`config.mk`:
```
export PLATFORM = sky130hd
export DESIGN_NAME = break_mask_control
export DESIGN_NICKNAME = d
export VERILOG_FILES = /design/src/logic/break_ctl_pkg.sv /design/src/logic/break_mask_control.sv /design/src/logic/data_match_b.sv
export SDC_FILE = /design/constraint.sdc
export NUM_CORES = 1
export LEC_CHECK = 0
export BUFFER_PORTS_ARGS = -buffer_cell sky130_fd_sc_hd__buf_2
export CELL_PAD_IN_SITES_DETAIL_PLACEMENT = 0
export CELL_PAD_IN_SITES_GLOBAL_PLACEMENT = 1
export CORE_UTILIZATION = 38
export DETAILED_ROUTE_END_ITERATION = 8
export PLACE_DENSITY_LB_ADDON = 0.2
export REMOVE_ABC_BUFFERS = 1
export SLEW_MARGIN = 30
export SYNTH_ARGS = -nofsm -noshare
export SYNTH_HDL_FRONTEND = slang
export SYNTH_HIERARCHICAL = 1
export SYNTH_SLANG_ARGS = --single-unit
```
`constraint.sdc`:
```
create_clock -name hclk -period 5.6 [get_ports hclk]
set_clock_uncertainty 0.2 [all_clocks]
set_input_delay 0.84 -clock hclk [delete_from_list [all_inputs] [get_ports hclk]]
set_output_delay 0.84 -clock hclk [all_outputs]
set_load 0.01 [all_outputs]
```
`src/logic/break_ctl_pkg.sv`:
```
// shared offsets, field positions and reset values for the break mask/control block
package break_ctl_pkg;
  localparam logic [7:0] mask_reg_offset = 8'h00;
  localparam logic [7:0] control_reg_offset = 8'h04;
  localparam int match_a_flag_pos = 15;
  localparam int match_b_flag_pos = 14;
  localparam int a_timing_pos = 10;
  localparam int data_cond_pos = 7;
  localparam int b_timing_pos = 6;
  localparam int chained_pos = 3;
  localparam logic [15:0] control_reset = 16'h0000;
  localparam logic [15:0] control_writable = 16'h04c8;
  localparam logic [1:0] size_none = 2'h0;
  localparam logic [1:0] size_byte = 2'h1;
  localparam logic [1:0] size_word = 2'h2;
  localparam logic [1:0] fetch_data_fetch = 2'h1;
  localparam logic [1:0] htrans_nonseq = 2'h2;
  localparam logic [2:0] hsize_word = 3'h2;
endpackage

```
`src/logic/break_mask_control.sv`:
```
// channel b data mask register and break control register behind an ahb-lite slave
// Notes on behaviour
// RQ1: 32-bit read/write channel b data mask, untouched by any reset.
// RQ2: mask bit one drops that data bit from the compare, zero keeps it.
// RQ3: software writes equal low and second bytes of data and mask for byte breaks.
// RQ4: byte or word size ignores upper sixteen bits of data and mask.
// RQ5: software picks an operand size when channel b data is compared.
// RQ6: 16-bit control register, read/write, reset clears to zero.
// RQ7: bit 15 set on channel a match, cleared only by writing zero.
// RQ8: bit 14 set on channel b match, cleared only by writing zero.
// RQ9: reserved control bits read zero; software writes zero to them.
// RQ10: bit 10 picks channel a fetch break before (0) or after (1) execution.
// RQ11: bit 6 picks channel b fetch break before (0) or after (1) execution.
// RQ12: bit 7 adds masked data compare to channel b condition.
// RQ13: with data excluded software sets channel b fetch/data select to 10 or 11.
// RQ14: bit 3 zero independent; one means b flags only after a matched.
// RQ15: sequential mode: no break if b precedes or coincides with a; a flag stays.
// RQ16: break data ignored on fetch cycles or when data enable is zero.
// RQ17: writing one to a match flag leaves it unchanged.
`timescale 1ns/100ps
module break_mask_control
  import break_ctl_pkg::*;
(
  // clock and reset
  input wire logic hclk,
  input wire logic hresetn,
  // ahb-lite slave
  input wire logic hsel,
  input wire logic [31:0] haddr,
  input wire logic [1:0] htrans,
  input wire logic hwrite,
  input wire logic [2:0] hsize,
  input wire logic [31:0] hwdata,
  input wire logic hready,
  output logic [31:0] hrdata,
  output logic hreadyout,
  output logic hresp,
  // channel a result from the address compare
  input wire logic chan_a_cond_hit,
  // channel b raw conditions from the address and bus-cycle compare
  input wire logic chan_b_addr_hit,
  input wire logic [1:0] chan_b_fetch_data_select,
  input wire logic [1:0] chan_b_op_size,
  input wire logic [31:0] cpu_data_bus,
  input wire logic [31:0] channel_b_break_data_value,
  // break requests and timing selects toward the trap logic
  output logic chan_a_break,
  output logic chan_b_break,
  output logic chan_a_fetch_break_timing,
  output logic chan_b_fetch_break_timing
);

  // every register but the mask lives in one bundle, so reset and update stay together
  typedef struct packed {
    logic wr_pend; // a write data phase follows
    logic [7:0] wr_addr; // offset taken at the address phase
    logic [31:0] rdata; // read data held through the data phase
    logic [15:0] control; // break control register
    logic a_seen; // chained mode: channel a has matched, b is armed
    logic a_brk; // channel a break pulse
    logic b_brk; // channel b break pulse
  } state_t;

  // registered state and its next value
  state_t s_q;
  state_t s_d;
  // the mask is kept apart because it must survive every reset
  logic [31:0] channel_b_data_compare_mask_q;
  // decoded break conditions
  logic data_hit;
  logic chan_b_hit;
  logic b_chain_ok;
  logic chained;
  logic a_flag_set;
  logic b_flag_set;
  // bus decode
  logic addr_take;
  logic ctl_wr;
  logic mask_wr;
  logic [15:0] wval;

  // masked data compare, upper half dropped for byte and word sizes
  data_match_b u_match (
    .bus_data(cpu_data_bus),
    .break_data(channel_b_break_data_value),
    .mask(channel_b_data_compare_mask_q),
    .op_size(chan_b_op_size),
    .hit(data_hit)
  );

  // read view of registers; reserved bits come back zero
  function automatic logic [31:0] read_mux(input logic [7:0] a, input logic [15:0] c,
                                           input logic [31:0] m);
    if (a == mask_reg_offset) begin
      return m;
    end else if (a == control_reg_offset) begin
      return {16'h0000, c & control_writable | c & 16'hc000}; // see RQ9
    end
    return 32'h0000_0000;
  endfunction

  // a pending data phase aimed at one offset
  function automatic logic wr_hits(input logic pend, input logic [7:0] a,
                                   input logic [7:0] off);
    return pend && (a == off);
  endfunction

  // software write into control; flags only fall on a written zero, never rise
  function automatic logic [15:0] ctl_merge(input logic [15:0] c, input logic [15:0] w);
    logic [15:0] r;
    r = (c & ~control_writable) | (w & control_writable); // see RQ9
    r[match_a_flag_pos] = c[match_a_flag_pos] & w[match_a_flag_pos]; // see RQ7 RQ17
    r[match_b_flag_pos] = c[match_b_flag_pos] & w[match_b_flag_pos]; // see RQ8 RQ17
    return r;
  endfunction

  // address phase accepted; hsize is not checked, whole words only
  assign addr_take = hsel && hready && htrans == htrans_nonseq;
  // data phases that land in a register
  assign ctl_wr = wr_hits(s_q.wr_pend, s_q.wr_addr, control_reg_offset);
  assign mask_wr = wr_hits(s_q.wr_pend, s_q.wr_addr, mask_reg_offset);
  assign wval = hwdata[15:0]; // control only uses the low half
  assign chained = s_q.control[chained_pos];

  // data joins channel b only on data cycles with enable set
  assign chan_b_hit = chan_b_addr_hit && ((!s_q.control[data_cond_pos]) || // see RQ12
                      chan_b_fetch_data_select == fetch_data_fetch || data_hit); // see RQ16
  // a match on a earlier arms b; a same-cycle a hit does not count
  assign b_chain_ok = !chained || s_q.a_seen; // see RQ14
  // in chained mode a only arms b and never raises its own flag
  assign a_flag_set = chan_a_cond_hit && !chained; // see RQ15
  assign b_flag_set = chan_b_hit && b_chain_ok; // see RQ14

  // next state: bus phases, software writes, then hardware sets
  always_comb begin
    s_d = s_q;
    s_d.wr_pend = addr_take && hwrite;
    if (addr_take) begin
      s_d.wr_addr = haddr[7:0];
    end
    // read taken at the address phase: a read right after a write sees the old value
    if (addr_take && !hwrite) begin
      s_d.rdata = read_mux(haddr[7:0], s_q.control, channel_b_data_compare_mask_q);
    end
    if (ctl_wr) begin
      s_d.control = ctl_merge(s_q.control, wval);
    end
    // hardware sets come last so they win over a same-cycle software clear
    if (a_flag_set) begin
      s_d.control[match_a_flag_pos] = 1'b1; // see RQ7 RQ15
    end
    if (b_flag_set) begin
      s_d.control[match_b_flag_pos] = 1'b1; // see RQ8 RQ14
    end
    // arm on a; leaving chained mode drops the arm
    if (chan_a_cond_hit && chained) begin
      s_d.a_seen = 1'b1;
    end
    if (!chained) begin
      s_d.a_seen = 1'b0;
    end
    s_d.a_brk = a_flag_set; // see RQ15
    s_d.b_brk = b_flag_set; // see RQ15
    if (b_flag_set && chained) begin
      s_d.a_seen = 1'b0; // sequence consumed, re-arm needs a new a match
    end
  end

  // control state; reset clears the control register, see RQ6
  always_ff @(posedge hclk or negedge hresetn) begin
    if (!hresetn) begin
      s_q <= '{wr_pend: 1'b0, wr_addr: 8'h00, rdata: 32'h0000_0000,
               control: control_reset, a_seen: 1'b0, a_brk: 1'b0, b_brk: 1'b0};
    end else begin
      s_q <= s_d;
    end
  end

  // mask has no reset on purpose, software must load it; see RQ1
  always_ff @(posedge hclk) begin
    if (mask_wr) begin
      channel_b_data_compare_mask_q <= hwdata;
    end
  end

  // zero-wait slave, always okay; no register access ever needs a wait state
  assign hreadyout = 1'b1;
  assign hresp = 1'b0;
  // data outputs straight from flip-flops
  assign hrdata = s_q.rdata;
  assign chan_a_break = s_q.a_brk;
  assign chan_b_break = s_q.b_brk;
  assign chan_a_fetch_break_timing = s_q.control[a_timing_pos]; // see RQ10
  assign chan_b_fetch_break_timing = s_q.control[b_timing_pos]; // see RQ11

  // assertions on the register map

  // reserved bits can never be written to one
  reserved_zero_a: assert property (@(posedge hclk) disable iff (!hresetn) // see RQ9
    (s_q.control & ~(control_writable | 16'hc000)) == 16'h0000)
    else $error("reserved control bits not zero");

  // a control read returns a 16-bit value
  read_ctl_a: assert property (@(posedge hclk) disable iff (!hresetn) // see RQ6
    addr_take && !hwrite && haddr[7:0] == control_reg_offset |=>
    hrdata[31:16] == 16'h0000)
    else $error("control read upper half not zero");

  // the mask takes the whole written word
  mask_write_a: assert property (@(posedge hclk) disable iff (!hresetn) // see RQ1
    mask_wr |=> channel_b_data_compare_mask_q == $past(hwdata))
    else $error("mask register did not take the write");

  // both timing selects follow the written control word
  timing_follow_a: assert property (@(posedge hclk) disable iff (!hresetn) // see RQ10 RQ11
    ctl_wr |=> chan_a_fetch_break_timing == $past(hwdata[a_timing_pos]) &&
    chan_b_fetch_break_timing == $past(hwdata[b_timing_pos]))
    else $error("timing select did not follow the write");

  // assertions on the match flags

  // an independent channel a match raises its flag
  flag_a_set_a: assert property (@(posedge hclk) disable iff (!hresetn) // see RQ7
    chan_a_cond_hit && !chained |=> s_q.control[match_a_flag_pos])
    else $error("channel a flag not set on match");

  // an allowed channel b match raises its flag
  flag_b_set_a: assert property (@(posedge hclk) disable iff (!hresetn) // see RQ8
    chan_b_hit && b_chain_ok |=> s_q.control[match_b_flag_pos])
    else $error("channel b flag not set on match");

  // only a control write may drop the a flag
  flag_a_hold_a: assert property (@(posedge hclk) disable iff (!hresetn) // see RQ17
    s_q.control[match_a_flag_pos] && !ctl_wr
    |=> s_q.control[match_a_flag_pos])
    else $error("channel a flag lost without write");

  // only a written zero may drop the b flag
  flag_b_hold_a: assert property (@(posedge hclk) disable iff (!hresetn) // see RQ8
    s_q.control[match_b_flag_pos] && !(ctl_wr && hwdata[match_b_flag_pos] == 1'b0)
    |=> s_q.control[match_b_flag_pos])
    else $error("channel b flag lost");

  // a written zero clears the a flag unless a match sets it again
  write_clear_a: assert property (@(posedge hclk) disable iff (!hresetn) // see RQ7
    ctl_wr && !hwdata[match_a_flag_pos] && !(chan_a_cond_hit && !chained)
    |=> !s_q.control[match_a_flag_pos])
    else $error("channel a flag not cleared by zero");

  // assertions on chained matching

  // chained mode never raises the a flag
  chain_no_a_a: assert property (@(posedge hclk) disable iff (!hresetn) // see RQ15
    chained && !s_q.control[match_a_flag_pos] && !ctl_wr
    |=> !s_q.control[match_a_flag_pos])
    else $error("channel a flag set in sequential mode");

  // chained mode never breaks on channel a
  chain_no_brk_a: assert property (@(posedge hclk) disable iff (!hresetn) // see RQ15
    chained |=> !chan_a_break)
    else $error("channel a break in sequential mode");

  // b cannot break before a has armed it
  chain_order_a: assert property (@(posedge hclk) disable iff (!hresetn) // see RQ14
    chained && !s_q.a_seen |=> !chan_b_break)
    else $error("channel b break before channel a");

  // assertions on the channel b data condition

  // a data mismatch blocks b when data is part of the condition
  data_gate_a: assert property (@(posedge hclk) disable iff (!hresetn) // see RQ12
    !chained && chan_b_addr_hit && s_q.control[data_cond_pos] &&
    chan_b_fetch_data_select != fetch_data_fetch && !data_hit |=> !chan_b_break)
    else $error("channel b broke on data mismatch");

  // data left out of the condition never blocks b
  data_off_a: assert property (@(posedge hclk) disable iff (!hresetn) // see RQ12
    !chained && chan_b_addr_hit && !s_q.control[data_cond_pos] |=> chan_b_break)
    else $error("channel b blocked with data disabled");

  // fetch cycles ignore the break data
  fetch_skip_a: assert property (@(posedge hclk) disable iff (!hresetn) // see RQ16
    !chained && chan_b_addr_hit && chan_b_fetch_data_select == fetch_data_fetch
    |=> chan_b_break)
    else $error("channel b blocked on fetch cycle");

  // main scenarios
  cov_chain: cover property (@(posedge hclk) disable iff (!hresetn)
    chained && chan_b_break);
  cov_a: cover property (@(posedge hclk) disable iff (!hresetn) chan_a_break);
  cov_clr: cover property (@(posedge hclk) disable iff (!hresetn)
    $fell(s_q.control[match_b_flag_pos]));
  cov_data_miss: cover property (@(posedge hclk) disable iff (!hresetn)
    s_q.control[data_cond_pos] && chan_b_addr_hit && !data_hit);
  cov_fetch: cover property (@(posedge hclk) disable iff (!hresetn)
    chan_b_addr_hit && chan_b_fetch_data_select == fetch_data_fetch);
endmodule // break_mask_control

```
`src/logic/data_match_b.sv`:
```
// masked data comparison for channel b
`timescale 1ns/100ps
module data_match_b
  import break_ctl_pkg::*;
(
  // operands
  input wire logic [31:0] bus_data,
  input wire logic [31:0] break_data,
  input wire logic [31:0] mask,
  input wire logic [1:0] op_size,
  // result
  output logic hit
);
  logic [31:0] diff;
  // a mask bit of one drops that bit from the compare; see RQ2
  always_comb begin
    diff = (bus_data ^ break_data) & ~mask;
    if (op_size == size_byte || op_size == size_word) begin
      diff[31:16] = 16'h0000; // see RQ4
    end
    hit = (diff == 32'h0000_0000);
  end
endmodule // data_match_b

```
==> After elaboration in Yosys (flattened, before gate mapping) <==
Index checks and enable logic that the tools add are counted.
{ "totals": {"reg_bits": 92, "out_inout_bits": 38, "word_cells": 60} }
{ "classes": {"eq_ne": 7, "n_mux": 13, "bitwise_logic": 7, "n_reduce_logical": 23} }
{ "ops": {"columns": ["op", "count"], "rows": [
  ["two-way mux 32 bit", 3],
  ["AND 32 bit", 1],
  ["zero test 32 bit", 1],
  ["two-way mux 16 bit", 2],
  ["inverter 32 bit", 1],
  ["XOR 32 bit", 1],
  ["equality test 8 x 3 -> 1 bit (second input constant)", 2],
  ["zero test 8 bit", 2],
  ["bitwise OR 11 x 16 -> 16 bit", 1],
  ["bitwise OR 14 x 11 -> 14 bit", 1],
  ["logical AND 1 bit", 11],
  ["two-way mux 1 bit", 8],
  ["equality test 2 x 1 -> 1 bit (second input constant)", 2],
  ["equality test 2 bit (second input constant)", 2],
  ["logical OR 1 bit", 4],
  ["nonzero test 2 bit", 2],
  ["zero test 1 bit", 3],
  ["inequality test 3 x 1 -> 1 bit (second input constant)", 1],
  ["AND 1 bit", 2]
]} }

==> Longest topological paths before layout <==
{ "depth": {"word_depth": 9, "depth_mapped": 8, "ltp_nobuf": 8} }

==> Cells and area by module <==
The synthesis kept the hierarchy.
{ "modules_own_cells": {"columns": ["module", "instances", "cells_each", "area_per_inst_um2", "seq_area_each_um2"], "rows": [
  ["break_mask_control", 1, 207, 3290.7, 2212.1],
  ["data_match_b", 1, 56, 426.7, 0.0]
]} }

==> Least setup slack after synthesis <==
OpenSTA, ideal clock, no wires.
{ "synth_path": {"path_kind": "reg-to-reg", "start": "register s_q[55] (netlist bit)", "end": "register channel_b_data_compare_mask_q[0], enable pin", "arrival_ns": 2.157, "t_required_ns": 4.979, "setup_slack_ns": 2.822, "path_stages_with_launch": 4, "path_buffers": 0, "synth_period_minus_slack_ns": 2.778, "cell_sequence": "dfrtp_1 -> nor4b_1 -> nand2_1 -> nor2_1"} }
{ "synth_between": {"elab_chain_cells": 2} }
{ "synth_lines": {"columns": ["element", "line", "source"], "rows": [
  ["start: declaration", "break_mask_control.sv:65", "state_t s_q;"],
  ["start signal: assignment", "break_mask_control.sv:172", "s_q <= '{wr_pend: 1'b0, wr_addr: 8'h00, rdata: 32'h0000_0000,"],
  ["zero test 8 bit", "break_mask_control.sv:105", "return pend && (a == off);"],
  ["logical AND 1 bit", "break_mask_control.sv:105", null],
  ["named net mask_wr", "break_mask_control.sv:79", "logic mask_wr;"],
  ["end signal: assignment", "break_mask_control.sv:182", "channel_b_data_compare_mask_q <= hwdata;"],
  ["end: declaration", "break_mask_control.sv:68", "logic [31:0] channel_b_data_compare_mask_q;"]
]} }
The timed path passes the listed nets, and every way through them passes these cells.
A chain may end at the register's enable or synchronous reset.

==> Worst setup path after layout <==
{ "layout_path": {"start": "input port haddr[5]", "end": "register s_q (netlist bit hrdata[17])"} }
{ "layout_between": {"elab_chain_cells": 5, "word_cells_on_any_way": 7, "cone_classes": "1 x eq/ne; 5 x mux; 1 x reduce/logical"} }
{ "layout_lines": {"columns": ["element", "line", "source"], "rows": [
  ["start: declaration", "break_mask_control.sv:29", "input wire logic [31:0] haddr,"],
  ["equality test 8 x 3 -> 1 bit", "break_mask_control.sv:96", "end else if (a == control_reg_offset) begin"],
  ["two-way mux 1 bit", "break_mask_control.sv:96", null],
  ["two-way mux 1 bit", "break_mask_control.sv:94", "if (a == mask_reg_offset) begin"],
  ["two-way mux 1 bit", "break_mask_control.sv:142", "if (addr_take && !hwrite) begin"],
  ["two-way mux 32 bit *", "break_mask_control.sv:99", "return 32'h0000_0000;"]
]} }
Mark *: on every way between the ends. The rest lies on a longest branch, timed or not. The select of a mux whose other input is x is not followed.

==> run metrics <==
Skew-Pair Late Insertion Delay=approximately 0.34 ns; setup bufs post-CTS=0; status=finished, final reports clean; Die Span X=101 um; # nets final=531; number of library cell types mapped by synthesis=31; I/O Buffers=approximately 150; Core Area=between 9000 and 10000 um2; placed cell areas=roughly 4300 um2; Psw=0.000269 W; Detailed Route Iter0 Violations=46; multi-input combinational cell area=1150 um2; number of flops mapped to enable cells by yosys=32; DR DRC count=0; ANT nets after route=0; Clk pwr share=between 30% and 40%; VDD IR max=118 uV; GRT Overall Usage=approximately 16%; die area=10200 um2; TritonCTS buffer count=9; Synth Register Bits=82; actual slew at the worst max-slew pin=approximately 0.66 ns; Max-slew headroom=a little under three fifths; Critical Path RT=5.68 ns; leak pwr=2.17 nW; Area Overhead vs Synth=22.1%; TritonRoute pass-1 iters=4; row cnt=35; unrepaired setup endpoints after global routing=false; Synth Instances=263; Die Y=101 um; CTS tree=yes; WL per Instance=14.9 um; Fillers=912; Slew Limit Fails=0; Via Count=around 2.4k; ys async rst share=61.0%; endpoints failing setup=0; CTS H-Tree Depth=3; root buffer cell=clkbuf_8; WP data arrival=2.60 ns; Pint=between 0.0009 and 0.001 W; Num Clock Sinks=~80; grt ovf=0; clock-pin transition on the worst setup and hold timing paths=0.08 ns; hold_ws=0.297 ns; Crit Path Class=in2reg; vias in the first global route=2542; syn avg cell area=14.1 um2; first-pass GRT wire length=12300 um; Initial Util=39.7%; combinational share of power=under 10%; final worst path period share=45.0%; WL final=7740 um; Net Sw Frac=roughly 22%; FF/Latch Area=2210 um2; fin util=48.4%; Synthesis Warnings=6; Max Freq=0.397 GHz; gp weighted congestion=just over 0.7; min Tclk post-route=2.52 ns; Max-cap violations=0; min-delay worst type=reg2reg; worst-path fanout max=26; final hold viol count=0; largest net degree at the start of global routing=roughly 50; Setup TNS=0 ns; number of diodes=0; post-cts resize count=0; PD cells=266 nW/um2; IO Pins=182; design area=4540 um2; area of the mapped netlist=3720 um2; Hold Buf Count CTS=0; sequential area share after synthesis=about three fifths; Via density=4.58; Flop pwr share=53.8%; CP endpoint kind=register; Worst setup SP type=input pin; Top FF cell, synth=dfrtp_1; worst-case clock buffer depth=2; HPWL after detailed placement=5560 um; R2R depth=4; Tot Pwr=around 0.0012 W; antenna violations before repair=0; layout cells sized above 1=between 50% and 60%; WHS Path Cells=2
-- state kept, by name (all words and copies together) (netlist names) --
name and flops:
channel_b_data_compare_mask_q 32, hrdata 32, s_q 13, chained 1, chan_a_break 1, chan_a_fetch_break_timing 1, chan_b_break 1, chan_b_fetch_break_timing 1
-- cell usage in the layout, fill, tap and decap left out, drive strengths merged --
cell	synthesis	routed
bufinv	0	1
nor4	6	6
nor3	1	1
a21oi	1	1
mux2i	6	6
clkbuf	3	12
conb	2	2
nand2	8	8
nand4b	1	1
inv	3	3
o21ai	10	10
nand3	1	1
xor2	1	1
dfrtp	50	50
a22o	26	26
xnor2	32	32
nor4b	1	1
nor2	5	5
clkinv	0	1
nand2b	4	4
nand3b	2	2
nor2b	1	1
mux2	12	12
edfxtp	32	32
buf	38	154
clkinvlp	0	2
o22ai	16	16
a31oi	1	1
-- critical path, cell delays in order --
cell and delay (ns):
buf_2 0.12, nor4_4 0.35, nand3b_1 0.51, nor2_8 0.55, a22o_2 0.22
-- area by class of cell --
type,count,share of cell area (%)
Clock buffer,12,3.45
Clock inverter,4,1.10
Inverter,3,0.248
Multi-Input combinational cell,137,25.4
Sequential cell,82,48.7
Tap cell,129,3.56
Timing Repair Buffer,154,17.5
-- synth_stat cells (3+ instances only) --
| master | n | area (um2) |
|---|---|---|
| mux2i_1 | 6 | 60.1 |
| a22o_2 | 26 | 260 |
| buf_4 | 34 | 255 |
| dfrtp_1 | 50 | 1250 |
| xnor2_1 | 32 | 280 |
| o22ai_1 | 16 | 100 |
| nor4_1 | 5 | 31.3 |
| mux2_2 | 12 | 135 |
| edfxtp_1 | 32 | 961 |
| nand2b_1 | 3 | 18.8 |
| nand2_1 | 8 | 30.0 |
| inv_1 | 3 | 11.3 |
| clkbuf_8 | 3 | 41.3 |
| o21ai_0 | 10 | 50.1 |
| nor2_1 | 4 | 15.0 |
-- kinds of logic after synthesis --
logic type | after synthesis | share of synthesized area (%)
multiplexers | 18 | 5.25
AO/OA/AOI/OAI | 54 | 11.3
XOR/XNOR | 33 | 7.78
AND/OR/NAND/NOR | 30 | 6.23
flip-flops | 82 | 59.5
other | 2 | 0.202
buffers and inverters | 44 | 9.69
-- power groups by stage --
stage                     Clock, W  Combinational [W]  Sequential [W]
final                     0.000444           0.000114        0.000650
after global routing      0.000487           0.000127        0.000653
after CTS                 0.000457           0.000116        0.000650
after detailed placement         0           0.000116        0.000663
after global placement           0           0.000114        0.000662
after floorplan                  0          0.0000498        0.000661
-- worst paths after layout --
kind                       startpoint                               end  slack (ns)
max                          haddr[5]                        hrdata[17]        3.08
min                        hrdata[10]                        hrdata[10]        0.30
max reg2reg                   s_q[55]  channel_b_data_compare_mask_q[9]        3.45
min reg2reg                hrdata[10]                        hrdata[10]        0.30
max in group asynchronous     hresetn                        hrdata[20]        4.35
min in group asynchronous     hresetn                      chan_b_break        0.39
-- through the flow --
stage	setup WS [ns]	instances
final	3.08	521
after global routing	2.95	521
after CTS	3.05	520
after detailed placement	2.70	504
after global placement	2.71	504
after floorplan	2.82	222
-- per-layer routing --
metal	wire, um	up-vias	track usage [%]
met5	0	-	0
met4	98	0	5.02
met3	382	9	3.19
met2	3870	79	28.3
met1	3390	1134	20.0
li1	-	1164	-
Power figures use the tool's default switching activity.
